**src/logic/psc_defs.svh**
```systemverilog
// Register map, field positions, reset values and counts of the synthesizer configuration logic.
`ifndef PSC_DEFS_SVH
`define PSC_DEFS_SVH

`define PSC_ADDR_PIN_FLOAT 12'h000
`define PSC_ADDR_STATUS 12'h004
`define PSC_ADDR_SHIFT 12'h008

`define PSC_ST_M_LSB 0
`define PSC_ST_N_LSB 9
`define PSC_ST_T_LSB 11
`define PSC_ST_GATE_BIT 14
`define PSC_ST_REF_BIT 15
`define PSC_ST_SRC_BIT 16

`define PSC_FLT_SLOAD 0
`define PSC_FLT_SDATA 1
`define PSC_FLT_SCLK 2
`define PSC_FLT_EXTREF 3
`define PSC_FLT_PLOAD 4
`define PSC_FLT_M 5
`define PSC_FLT_N 6
`define PSC_FLT_GATE 7
`define PSC_FLT_REFSEL 8

`define PSC_SH_M_LSB 0
`define PSC_SH_N_LSB 9
`define PSC_SH_T_LSB 11

`define PSC_PIN_FLOAT_RST 9'h000
`define PSC_M_RST 9'h1ff
`define PSC_N_RST 2'h3
`define PSC_T_RST 3'h0
`define PSC_SHIFT_RST 14'h0000
`define PSC_PIN_RST 20'h1fff8
`define PSC_PIN_DFLT_LO 1'b0
`define PSC_PIN_DFLT_HI 1'b1

`define PSC_HALF_M1_DIV2 2'h0
`define PSC_HALF_M1_DIV4 2'h1
`define PSC_HALF_M1_DIV8 2'h3

`endif

```
**src/logic/psc_pkg.sv**
```systemverilog
// Types shared by the synthesizer configuration logic.
package psc_pkg;
    typedef enum logic [1:0] {psc_div2 = 2'h0, psc_div4 = 2'h1, psc_div8 = 2'h2, psc_div1 = 2'h3} psc_odiv_t;
    typedef enum logic [1:0] {psc_gate_off = 2'h1, psc_gate_on = 2'h2} psc_gate_t;
    typedef enum logic {psc_src_par = 1'h0, psc_src_ser = 1'h1} psc_src_t;
    typedef enum logic [2:0] {
        psc_tst_low = 3'h0,
        psc_tst_ref = 3'h1,
        psc_tst_vco = 3'h2,
        psc_tst_fout = 3'h3,
        psc_tst_sdata = 3'h4,
        psc_tst_high = 3'h7
    } psc_test_t;

    typedef struct packed {
        logic [13:0] shift;
        logic [8:0] loop_div;
        psc_odiv_t odiv;
        logic [2:0] test;
        psc_src_t src;
        logic sclk_q;
        logic [8:0] pin_float;
        logic [31:0] prdata;
        logic pslverr;
        logic ref_clk;
        logic test_out;
    } psc_core_state_t;

    typedef struct packed {
        logic [1:0] cnt;
        logic raw;
        logic vco_q;
        psc_gate_t gate;
        logic out;
        logic out_n;
    } psc_div_state_t;
endpackage : psc_pkg

```
**src/logic/psc_config_top.sv**
```systemverilog
// Configuration logic of the PLL synthesizer: pin loading, latches, reference select, output path, APB slave.
//
// The placing of the registers and register access over APB were left to the implementer.
`include "psc_defs.svh"
`timescale 1ns/10ps

// Behaviour
// [RULE1] Output divider: 00/2, 01/4, 10/8, 11/1.
// [RULE2] Select high picks crystal, low external reference.
// [RULE3] Outputs active while gate high, disabled low.
// [RULE4] Gate changes applied synchronously, never runt pulses.
// [RULE5] Serial clock rise shifts serial data in.
// [RULE6] Serial strobe high: transparent; falling edge holds.
// [RULE7] Host keeps shift contents stable around strobe fall.
// [RULE8] Parallel strobe low: transparent; rising edge holds.
// [RULE9] Host holds parallel inputs across strobe rise.
// [RULE10] Loop divider is nine bits, bit8 MSB.
// [RULE11] Output divider select captured on parallel strobe.
// [RULE12] Test output chosen by serial-only test field.
// [RULE13] VCO clock feeds divider, divider drives output.
// [RULE14] Unconnected inputs read their fixed default levels.
// [RULE15] Both paths share latches; last closed wins.
module psc_config_top #(
    parameter int PADDR_W = 12
) (
    input wire logic pclk,
    input wire logic presetn,
    input wire logic [PADDR_W-1:0] paddr,
    input wire logic psel,
    input wire logic penable,
    input wire logic pwrite,
    input wire logic [31:0] pwdata,
    input wire logic [3:0] pstrb,
    output logic [31:0] prdata,
    output logic pready,
    output logic pslverr,
    input wire logic serial_load,
    input wire logic serial_data,
    input wire logic serial_clock,
    input wire logic parallel_load,
    input wire logic [8:0] loop_div_in,
    input wire logic [1:0] out_div_in,
    input wire logic output_gate,
    input wire logic reference_source_select,
    input wire logic external_reference_in,
    input wire logic xtal_clk_in,
    input wire logic vco_clk_in,
    output logic pll_ref_clk,
    output logic [8:0] loop_div,
    output logic [1:0] out_div_sel,
    output logic f_out,
    output logic f_out_n,
    output logic test_out
);
    if (PADDR_W < 4) begin : g_bad_addr
        $error("psc_config_top needs at least four address bits");
    end

    psc_pkg::psc_core_state_t st;
    psc_pkg::psc_core_state_t next_st;

    logic [19:0] pins;
    logic [19:0] lvl;
    logic p_sload;
    logic p_sdata;
    logic p_sclk;
    logic p_pload;
    logic [8:0] p_m;
    logic [1:0] p_n;
    logic p_gate;
    logic p_refsel;
    logic p_extref;
    logic p_xtal;
    logic p_vco;
    logic eff_sload;
    logic eff_sdata;
    logic eff_sclk;
    logic eff_pload;
    logic [8:0] eff_m;
    logic [1:0] eff_n;
    logic eff_gate;
    logic eff_refsel;
    logic eff_extref;
    logic sclk_rise;
    logic raw_clk;
    logic setup;
    logic wr_access;
    logic [11:0] addr;
    logic [31:0] status_word;

    ////////////////////////////////////////////////////////////////////////////////
    // Every pin crosses into pclk through one filtered synchroniser; the VCO and crystal are only
    // observed as sampled levels, so this model is exact only when pclk outruns them.
    assign pins = {vco_clk_in, xtal_clk_in, external_reference_in, reference_source_select, output_gate,
                   out_div_in, loop_div_in, parallel_load, serial_clock, serial_data, serial_load};

    psc_pin_sync #(
        .W(20),
        .RST_VAL(`PSC_PIN_RST)
    ) u_sync (
        .pclk(pclk),
        .presetn(presetn),
        .pin(pins),
        .level(lvl)
    );

    assign p_sload = lvl[0];
    assign p_sdata = lvl[1];
    assign p_sclk = lvl[2];
    assign p_pload = lvl[3];
    assign p_m = lvl[12:4];
    assign p_n = lvl[14:13];
    assign p_gate = lvl[15];
    assign p_refsel = lvl[16];
    assign p_extref = lvl[17];
    assign p_xtal = lvl[18];
    assign p_vco = lvl[19];

    // A pin marked unconnected in the float register reads as its pull level instead of the pad.
    always_comb begin
        eff_sload = st.pin_float[`PSC_FLT_SLOAD] ? `PSC_PIN_DFLT_LO : p_sload; // RULE14
        eff_sdata = st.pin_float[`PSC_FLT_SDATA] ? `PSC_PIN_DFLT_LO : p_sdata; // RULE14
        eff_sclk = st.pin_float[`PSC_FLT_SCLK] ? `PSC_PIN_DFLT_LO : p_sclk; // RULE14
        eff_extref = st.pin_float[`PSC_FLT_EXTREF] ? `PSC_PIN_DFLT_LO : p_extref; // RULE14
        eff_pload = st.pin_float[`PSC_FLT_PLOAD] ? `PSC_PIN_DFLT_HI : p_pload; // RULE14
        eff_m = st.pin_float[`PSC_FLT_M] ? {9{`PSC_PIN_DFLT_HI}} : p_m; // RULE14
        eff_n = st.pin_float[`PSC_FLT_N] ? {2{`PSC_PIN_DFLT_HI}} : p_n; // RULE14
        eff_gate = st.pin_float[`PSC_FLT_GATE] ? `PSC_PIN_DFLT_HI : p_gate; // RULE14
        eff_refsel = st.pin_float[`PSC_FLT_REFSEL] ? `PSC_PIN_DFLT_HI : p_refsel; // RULE14
    end

    assign sclk_rise = eff_sclk & ~st.sclk_q;
    assign addr = 12'(paddr);
    assign setup = psel & ~penable;
    assign wr_access = psel & penable & pwrite;

    always_comb begin
        status_word = 32'h0000_0000;
        status_word[`PSC_ST_M_LSB +: 9] = st.loop_div;
        status_word[`PSC_ST_N_LSB +: 2] = st.odiv;
        status_word[`PSC_ST_T_LSB +: 3] = st.test;
        status_word[`PSC_ST_GATE_BIT] = eff_gate;
        status_word[`PSC_ST_REF_BIT] = eff_refsel;
        status_word[`PSC_ST_SRC_BIT] = st.src;
    end

    ////////////////////////////////////////////////////////////////////////////////
    always_comb begin
        next_st = st;
        next_st.sclk_q = eff_sclk;

        if (sclk_rise) begin
            next_st.shift = {st.shift[12:0], eff_sdata}; // RULE5
        end

        // The latches are modelled as clocked followers: open means they copy their source every cycle,
        // closed means they keep what they last copied. The serial path wins while both stand open.
        if (eff_sload) begin
            next_st.loop_div = next_st.shift[`PSC_SH_M_LSB +: 9]; // RULE6
            next_st.odiv = psc_pkg::psc_odiv_t'(next_st.shift[`PSC_SH_N_LSB +: 2]); // RULE6
            next_st.test = next_st.shift[`PSC_SH_T_LSB +: 3]; // RULE12
            next_st.src = psc_pkg::psc_src_ser; // RULE15
        end else if (!eff_pload) begin
            next_st.loop_div = eff_m; // RULE10
            next_st.odiv = psc_pkg::psc_odiv_t'(eff_n); // RULE11
            next_st.src = psc_pkg::psc_src_par; // RULE8
        end

        next_st.ref_clk = eff_refsel ? p_xtal : eff_extref; // RULE2

        case (psc_pkg::psc_test_t'(st.test))
            psc_pkg::psc_tst_low: next_st.test_out = 1'b0;
            psc_pkg::psc_tst_ref: next_st.test_out = next_st.ref_clk; // RULE12
            psc_pkg::psc_tst_vco: next_st.test_out = p_vco;
            psc_pkg::psc_tst_fout: next_st.test_out = raw_clk;
            psc_pkg::psc_tst_sdata: next_st.test_out = eff_sdata;
            psc_pkg::psc_tst_high: next_st.test_out = 1'b1;
            default: next_st.test_out = 1'b0;
        endcase

        // Read data and the error flag are prepared in the setup phase so the slave can answer with no wait.
        if (setup) begin
            next_st.pslverr = 1'b0;
            case (addr)
                `PSC_ADDR_PIN_FLOAT: next_st.prdata = {23'h000000, st.pin_float};
                `PSC_ADDR_STATUS: begin
                    next_st.prdata = status_word;
                    next_st.pslverr = pwrite;
                end
                `PSC_ADDR_SHIFT: begin
                    next_st.prdata = {18'h00000, st.shift};
                    next_st.pslverr = pwrite;
                end
                default: begin
                    next_st.prdata = 32'h0000_0000;
                    next_st.pslverr = 1'b1;
                end
            endcase
        end

        if (wr_access && addr == `PSC_ADDR_PIN_FLOAT) begin
            if (pstrb[0]) begin
                next_st.pin_float[7:0] = pwdata[7:0];
            end
            if (pstrb[1]) begin
                next_st.pin_float[8] = pwdata[8];
            end
        end
    end

    always_ff @(posedge pclk or negedge presetn) begin
        if (!presetn) begin
            st <= '{shift: `PSC_SHIFT_RST, loop_div: `PSC_M_RST, odiv: psc_pkg::psc_div1, test: `PSC_T_RST,
                   src: psc_pkg::psc_src_par, sclk_q: 1'b0, pin_float: `PSC_PIN_FLOAT_RST,
                   prdata: 32'h0000_0000, pslverr: 1'b0, ref_clk: 1'b0, test_out: 1'b0};
        end else begin
            st <= next_st;
        end
    end

    ////////////////////////////////////////////////////////////////////////////////
    psc_out_divider u_div (
        .pclk(pclk),
        .presetn(presetn),
        .vco_level(p_vco),
        .odiv(st.odiv),
        .gate_req(eff_gate),
        .raw_clk(raw_clk),
        .f_out(f_out),
        .f_out_n(f_out_n)
    );

    assign prdata = st.prdata;
    assign pready = 1'b1;
    assign pslverr = st.pslverr & psel & penable;
    assign pll_ref_clk = st.ref_clk;
    assign loop_div = st.loop_div;
    assign out_div_sel = st.odiv;
    assign test_out = st.test_out;

    ////////////////////////////////////////////////////////////////////////////////
    shift_in_a: assert property (@(posedge pclk) disable iff (!presetn) // RULE5
        sclk_rise |=> (st.shift == {$past(st.shift[12:0]), $past(eff_sdata)}))
        else $error("serial bit not shifted on clock rise");
    shift_hold_a: assert property (@(posedge pclk) disable iff (!presetn) // RULE5
        !sclk_rise |=> $stable(st.shift)) else $error("shift register moved without clock rise");
    serial_pass_a: assert property (@(posedge pclk) disable iff (!presetn) // RULE6
        eff_sload |=> ({st.test, st.odiv, st.loop_div} == st.shift)) else $error("serial latch not transparent");
    par_pass_a: assert property (@(posedge pclk) disable iff (!presetn) // RULE8
        (!eff_pload && !eff_sload) |=> ({st.odiv, st.loop_div} == $past({eff_n, eff_m})))
        else $error("parallel latch not transparent");
    hold_cfg_a: assert property (@(posedge pclk) disable iff (!presetn) // RULE15
        (eff_pload && !eff_sload)[*2] |=> $stable({st.test, st.odiv, st.loop_div}))
        else $error("closed latches changed");
    test_serial_a: assert property (@(posedge pclk) disable iff (!presetn) // RULE12
        !eff_sload |=> (st.test == $past(st.test))) else $error("test field loaded off the serial path");
    ref_sel_a: assert property (@(posedge pclk) disable iff (!presetn) // RULE2
        eff_refsel |=> (pll_ref_clk == $past(p_xtal))) else $error("crystal not selected as reference");
    ref_ext_a: assert property (@(posedge pclk) disable iff (!presetn) // RULE2
        !eff_refsel |=> (pll_ref_clk == $past(eff_extref))) else $error("external reference not selected");
    float_dflt_a: assert property (@(posedge pclk) disable iff (!presetn) // RULE14
        st.pin_float[`PSC_FLT_PLOAD] |-> (eff_pload && !(st.pin_float[`PSC_FLT_SLOAD] && eff_sload)))
        else $error("floating strobe not at default level");
    src_track_a: assert property (@(posedge pclk) disable iff (!presetn) // RULE15
        eff_sload |=> (st.src == psc_pkg::psc_src_ser)) else $error("load source not tracked");
    serial_load_c: cover property (@(posedge pclk) disable iff (!presetn) $fell(eff_sload));
    par_load_c: cover property (@(posedge pclk) disable iff (!presetn) $rose(eff_pload) && !eff_sload);
    float_c: cover property (@(posedge pclk) disable iff (!presetn) st.pin_float != 9'h000);
endmodule : psc_config_top

```
**src/logic/psc_pin_sync.sv**
```systemverilog
// Three-stage input synchroniser with agreement filter for the device pins.
`timescale 1ns/10ps
module psc_pin_sync #(
    parameter int W = 20,
    parameter logic [W-1:0] RST_VAL = '0
) (
    input wire logic pclk,
    input wire logic presetn,
    input wire logic [W-1:0] pin,
    output logic [W-1:0] level
);
    typedef struct packed {
        logic [W-1:0] s1;
        logic [W-1:0] s2;
        logic [W-1:0] s3;
        logic [W-1:0] lvl;
    } psc_sync_state_t;

    psc_sync_state_t st;
    psc_sync_state_t next_st;

    if (W < 1) begin : g_bad_width
        $error("psc_pin_sync needs at least one bit");
    end

    // A bit only moves once the second and third stages agree, so a sample caught mid-transition never leaks out.
    always_comb begin
        next_st = st;
        next_st.s1 = pin;
        next_st.s2 = st.s1;
        next_st.s3 = st.s2;
        next_st.lvl = (st.s2 & ~(st.s2 ^ st.s3)) | (st.lvl & (st.s2 ^ st.s3));
    end

    always_ff @(posedge pclk or negedge presetn) begin
        if (!presetn) begin
            st <= {RST_VAL, RST_VAL, RST_VAL, RST_VAL};
        end else begin
            st <= next_st;
        end
    end

    assign level = st.lvl;
endmodule : psc_pin_sync

```
**src/logic/psc_out_divider.sv**
```systemverilog
// Output divider with glitch-free output gate.
`include "psc_defs.svh"
`timescale 1ns/10ps
module psc_out_divider (
    input wire logic pclk,
    input wire logic presetn,
    input wire logic vco_level,
    input psc_pkg::psc_odiv_t odiv,
    input wire logic gate_req,
    output logic raw_clk,
    output logic f_out,
    output logic f_out_n
);
    psc_pkg::psc_div_state_t st;
    psc_pkg::psc_div_state_t next_st;
    logic vco_rise;

    function automatic logic [1:0] half_m1(input psc_pkg::psc_odiv_t sel);
        case (sel)
            psc_pkg::psc_div2: half_m1 = `PSC_HALF_M1_DIV2;
            psc_pkg::psc_div4: half_m1 = `PSC_HALF_M1_DIV4;
            psc_pkg::psc_div8: half_m1 = `PSC_HALF_M1_DIV8;
            default: half_m1 = `PSC_HALF_M1_DIV2;
        endcase
    endfunction : half_m1

    always_comb begin
        next_st = st;
        vco_rise = vco_level & ~st.vco_q;
        next_st.vco_q = vco_level;
        if (odiv == psc_pkg::psc_div1) begin
            next_st.raw = vco_level; // RULE1
            next_st.cnt = 2'h0;
        end else if (vco_rise) begin
            // The >= compare lets a shorter ratio take over cleanly from a longer one mid-count.
            if (st.cnt >= half_m1(odiv)) begin
                next_st.raw = ~st.raw; // RULE13
                next_st.cnt = 2'h0;
            end else begin
                next_st.cnt = st.cnt + 2'h1; // RULE1
            end
        end
        // The gate may only change while the divided clock is low, so no pulse is ever cut short.
        if (!next_st.raw) begin
            next_st.gate = gate_req ? psc_pkg::psc_gate_on : psc_pkg::psc_gate_off; // RULE4
        end
        next_st.out = next_st.raw & (next_st.gate == psc_pkg::psc_gate_on); // RULE3
        next_st.out_n = ~next_st.out;
    end

    always_ff @(posedge pclk or negedge presetn) begin
        if (!presetn) begin
            st <= '{cnt: 2'h0, raw: 1'b0, vco_q: 1'b0, gate: psc_pkg::psc_gate_off, out: 1'b0, out_n: 1'b1};
        end else begin
            st <= next_st;
        end
    end

    assign raw_clk = st.raw;
    assign f_out = st.out;
    assign f_out_n = st.out_n;

    ////////////////////////////////////////////////////////////////////////////////
    gate_sync_a: assert property (@(posedge pclk) disable iff (!presetn) // RULE4
        $changed(st.gate) |-> !st.raw) else $error("output gate changed while divided clock high");
    gate_off_a: assert property (@(posedge pclk) disable iff (!presetn) // RULE3
        (st.gate == psc_pkg::psc_gate_off) |-> (!f_out && f_out_n)) else $error("output active while gated off");
    gate_on_a: assert property (@(posedge pclk) disable iff (!presetn) // RULE3
        (st.gate == psc_pkg::psc_gate_on) |-> (f_out == st.raw)) else $error("enabled output not following divider");
    div2_ratio_a: assert property (@(posedge pclk) disable iff (!presetn) // RULE1
        (odiv == psc_pkg::psc_div2 && vco_rise) |=> $changed(st.raw)) else $error("divide-by-2 missed a toggle");
    div1_pass_a: assert property (@(posedge pclk) disable iff (!presetn) // RULE1
        (odiv == psc_pkg::psc_div1) |=> (st.raw == $past(vco_level))) else $error("divide-by-1 not following vco");
    gate_on_c: cover property (@(posedge pclk) disable iff (!presetn) $rose(st.gate == psc_pkg::psc_gate_on));
    div8_c: cover property (@(posedge pclk) disable iff (!presetn) (odiv == psc_pkg::psc_div8) && $rose(st.out));
endmodule : psc_out_divider

```
**config.mk**
```make
export PLATFORM = sky130hd
export DESIGN_NAME = psc_config_top
export DESIGN_NICKNAME = d
export VERILOG_FILES = /design/src/logic/psc_pkg.sv /design/src/logic/psc_config_top.sv /design/src/logic/psc_pin_sync.sv /design/src/logic/psc_out_divider.sv
export VERILOG_INCLUDE_DIRS = /design/src /design/src/logic
export SDC_FILE = /design/constraint.sdc
export NUM_CORES = 1
export LEC_CHECK = 0
export BUFFER_PORTS_ARGS = -buffer_cell sky130_fd_sc_hd__buf_4
export CAP_MARGIN = 0
export CORE_AREA = 2 2 100 122
export DETAILED_ROUTE_END_ITERATION = 6
export DIE_AREA = 0 0 102 124
export GPL_TIMING_DRIVEN = 0
export PLACE_DENSITY = 0.82
export SETUP_SLACK_MARGIN = 0.1
export SYNTH_ARGS = -nofsm -noshare
export SYNTH_HDL_FRONTEND = slang
export SYNTH_HIERARCHICAL = 1
export SYNTH_SLANG_ARGS = --single-unit
```
**constraint.sdc**
```tcl
create_clock -name pclk -period 4.05 [get_ports pclk]
set_clock_uncertainty 0.2 [all_clocks]
set_input_delay 0.405 -clock pclk [delete_from_list [all_inputs] [get_ports pclk]]
set_output_delay 0.405 -clock pclk [all_outputs]
set_load 0.005 [all_outputs]
```
==> impl_metrics.toml <==
[run_status]
status = "complete, no violations"

[clock_network]
htree_num_levels = 4
cts_buffers = 17
root_buffer = "clkbuf_16"
worstSkewPairLatency_ns = 0.41
cts_max_path_buffers = 2
path_clk_slew_ns = 0.06
postCtsSetupBuffers = 0
cts.repair.resized = 0
cts_tree = "done"
hold_buffers = 21
clkSinkCount = 147

[worst_setup_path]
critPathCaptureType = "flop"
path_class = "flop to flop"
crit_path_max_fanout = 5
required_ns = 4.13
worst_ep_arrival_time_ns = 2.82
cp-start-kind = "flop"

[power]
pwr-share-comb_pct = 18.2
p_sw_mw = 1.06
peakVddDrop_v = 0.000328
p_int_mw = 2.97
p_clk_share_pct = 35.2
swShare_pct = 26.3
pwr_density_cell_nw_per_um2 = 529
leakage_nw = 3.60
power_frac_seq_pct = 46.6

[cells_and_area]
area_delta_synth_final_pct = 27.4
diodes = 0
final_net_count = 693
fin_cells = 786
final_area_um2 = 7620
drive_gt1_share_pct = 47.5

[sta]
rsz0062_at_grt = "no"
hold_viol = 0
slew-limit-headroom_pct = 54.2
fin_setup_tns_ns = 0
period_share_pct = 67.7
timing.hold.ws_ns = 0.0293
setup_violations = 0
fmax_mhz = 365
final_max_slew_viol_count = 0
min_period_ns = 2.74
worstMarginPinSlew_ns = 0.678

[die]
dieWidth_um = 102
fp-row-count = 43
die_area_um2 = 12600
boundaryPins = 122
die_h_um = 124
core_area_um2 = 11400
initial_utilization_pct = 52.4

[synth]
synthTopCellsByArea = "dfrtp_1, dfstp_2, buf_4"
synth_area_per_cell_um2 = 12.4
yosysMostFrequentCell = "dfrtp_1"
async_flop_share_pct = 100
synth.distinct_cells = 44
synth_edf_count = 0
synth_top_area_share_pct = 32.6
synth_cells = 482
ys_top_cells_by_count = "dfrtp_1, dfstp_2, buf_4"
ys_seq_elements = 147
yosys_most_used_dff = "dfrtp_1"
ys_warn_count = 6
yosysTopAreaCell = "dfrtp_1"
synth.yosys.seq_area_share_pct = 62.9
syn_area_um2 = 5980

[placed_design]
dpl_cell_area_um2 = 6850
dpl.hpwl_mm = 7.81
globalplace.congestion = 0.806
place_inst = 733
numPortBuffers = 79

[route]
first_iter_violations = 287
drc = 0
num_vias = 3750
wl_mm = 11.1
firstDrtPassIters = 5
avgViaCountPerCell = 4.77
wire_per_inst_um = 14.1
drtAntennaViolNets = 0

[grt]
grt_max_degree = 86
grt_pass1_wl_mm = 18.2
antenna_found_initial = 0
grt_usage_pct = 18.8
grt_overflow_total = 0
grt_pass1_vias = 3791

[flow_run]
drv_cap = 0

[worst_hold_path]
hp-class = "input pin to flop"
[cell usage in the layout (no fill, tap or decap), drive strengths merged, types with 5 or more instances in the layout]
cell type,synthesis,layout
conb,2,16
o31ai,9,9
nand2,64,64
a22oi,6,6
mux2,24,24
dlygate4sd3,0,21
nor3,12,12
mux2i,10,10
inv,8,14
a21oi,14,14
o21ai,11,11
nor2b,5,5
maj3,21,21
dfrtp,78,78
nor2,37,37
nand2b,5,5
dfstp,69,69
clkbuf,14,35
buf,65,145
[worst max-delay path, stage by stage, from the launching register on]
cell      delay (ns)
dfstp_2         0.62
inv_1           0.07
ha_1            0.27
inv_1           0.04
ha_1            0.27
nand2b_1        0.20
a2111o_1        0.47
nand3_2         0.16
mux2_4          0.32
[per-stage QoR]
stage	setup slack, ns	utilization [%]	total power [mW]
2_1_floorplan	1.62	-	2.31
3_3_place_gp	1.50	59.8	2.54
3_5_place_dp	1.40	60.1	2.60
4_1_cts	1.35	66.8	4.05
5_1_grt	1.27	66.8	4.22
6_report	1.31	66.8	4.03
[power by group through the flow]
stage	sequential [mW]	combinational [mW]	clock, mW
after floorplan	1.84	0.462	0
after detailed placement	1.90	0.703	0
after global placement	1.88	0.657	0
final	1.88	0.734	1.42
after CTS	1.88	0.731	1.45
after global routing	1.90	0.808	1.52
[kinds of logic (layout without fill, tap and decap cells)]
logic type               count (synthesis)  in the layout  share of synthesized area [%]
multiplexers                            34             34                           6.32
other                                    2             16                          0.126
AND/OR/NAND/NOR                        140            140                           11.0
buffers and inverters                   87            220                           9.69
adder cells (fa/ha/maj)                 25             25                           4.77
flip-flops                             147            147                           62.9
AO/OA/AOI/OAI                           47             47                           5.10
[routing by layer]
layer	global-route usage, %	routed length, um	vias up	share of wire [%]
met5	0	0	-	0
met2	32.7	5900	122	53
met1	22.1	4460	1808	40
li1	-	-	1803	-
met3	5.33	536	17	4.8
met4	6.75	209	0	1.9
[final cells by class]
class                   instances  area (um2)
fillers                       853        3790
clock buffers                  21         482
inverters                       8        30.0
plain buffers                  79         549
clock inverters                11        71.3
flip-flops and latches        147        3760
repair buffers                101         835
well taps                     157         196
multi-input cells             262        1690
[worst paths after layout]
kind                                    start                  to  slack, ns  depth (start not counted)
max                            out_div_sel[0]         u_div/st[3]       1.31                          8
min                                 pwdata[5]              st[40]       0.03                          2
max reg2reg                    out_div_sel[0]         u_div/st[3]       1.31                          8
min reg2reg                u_sync/next_st[40]  u_sync/next_st[20]       0.15                          0
max in group asynchronous             presetn      out_div_sel[1]       2.49                          3
min in group asynchronous             presetn  u_sync/next_st[41]       0.35                          2
Power figures use the tool's default switching activity.
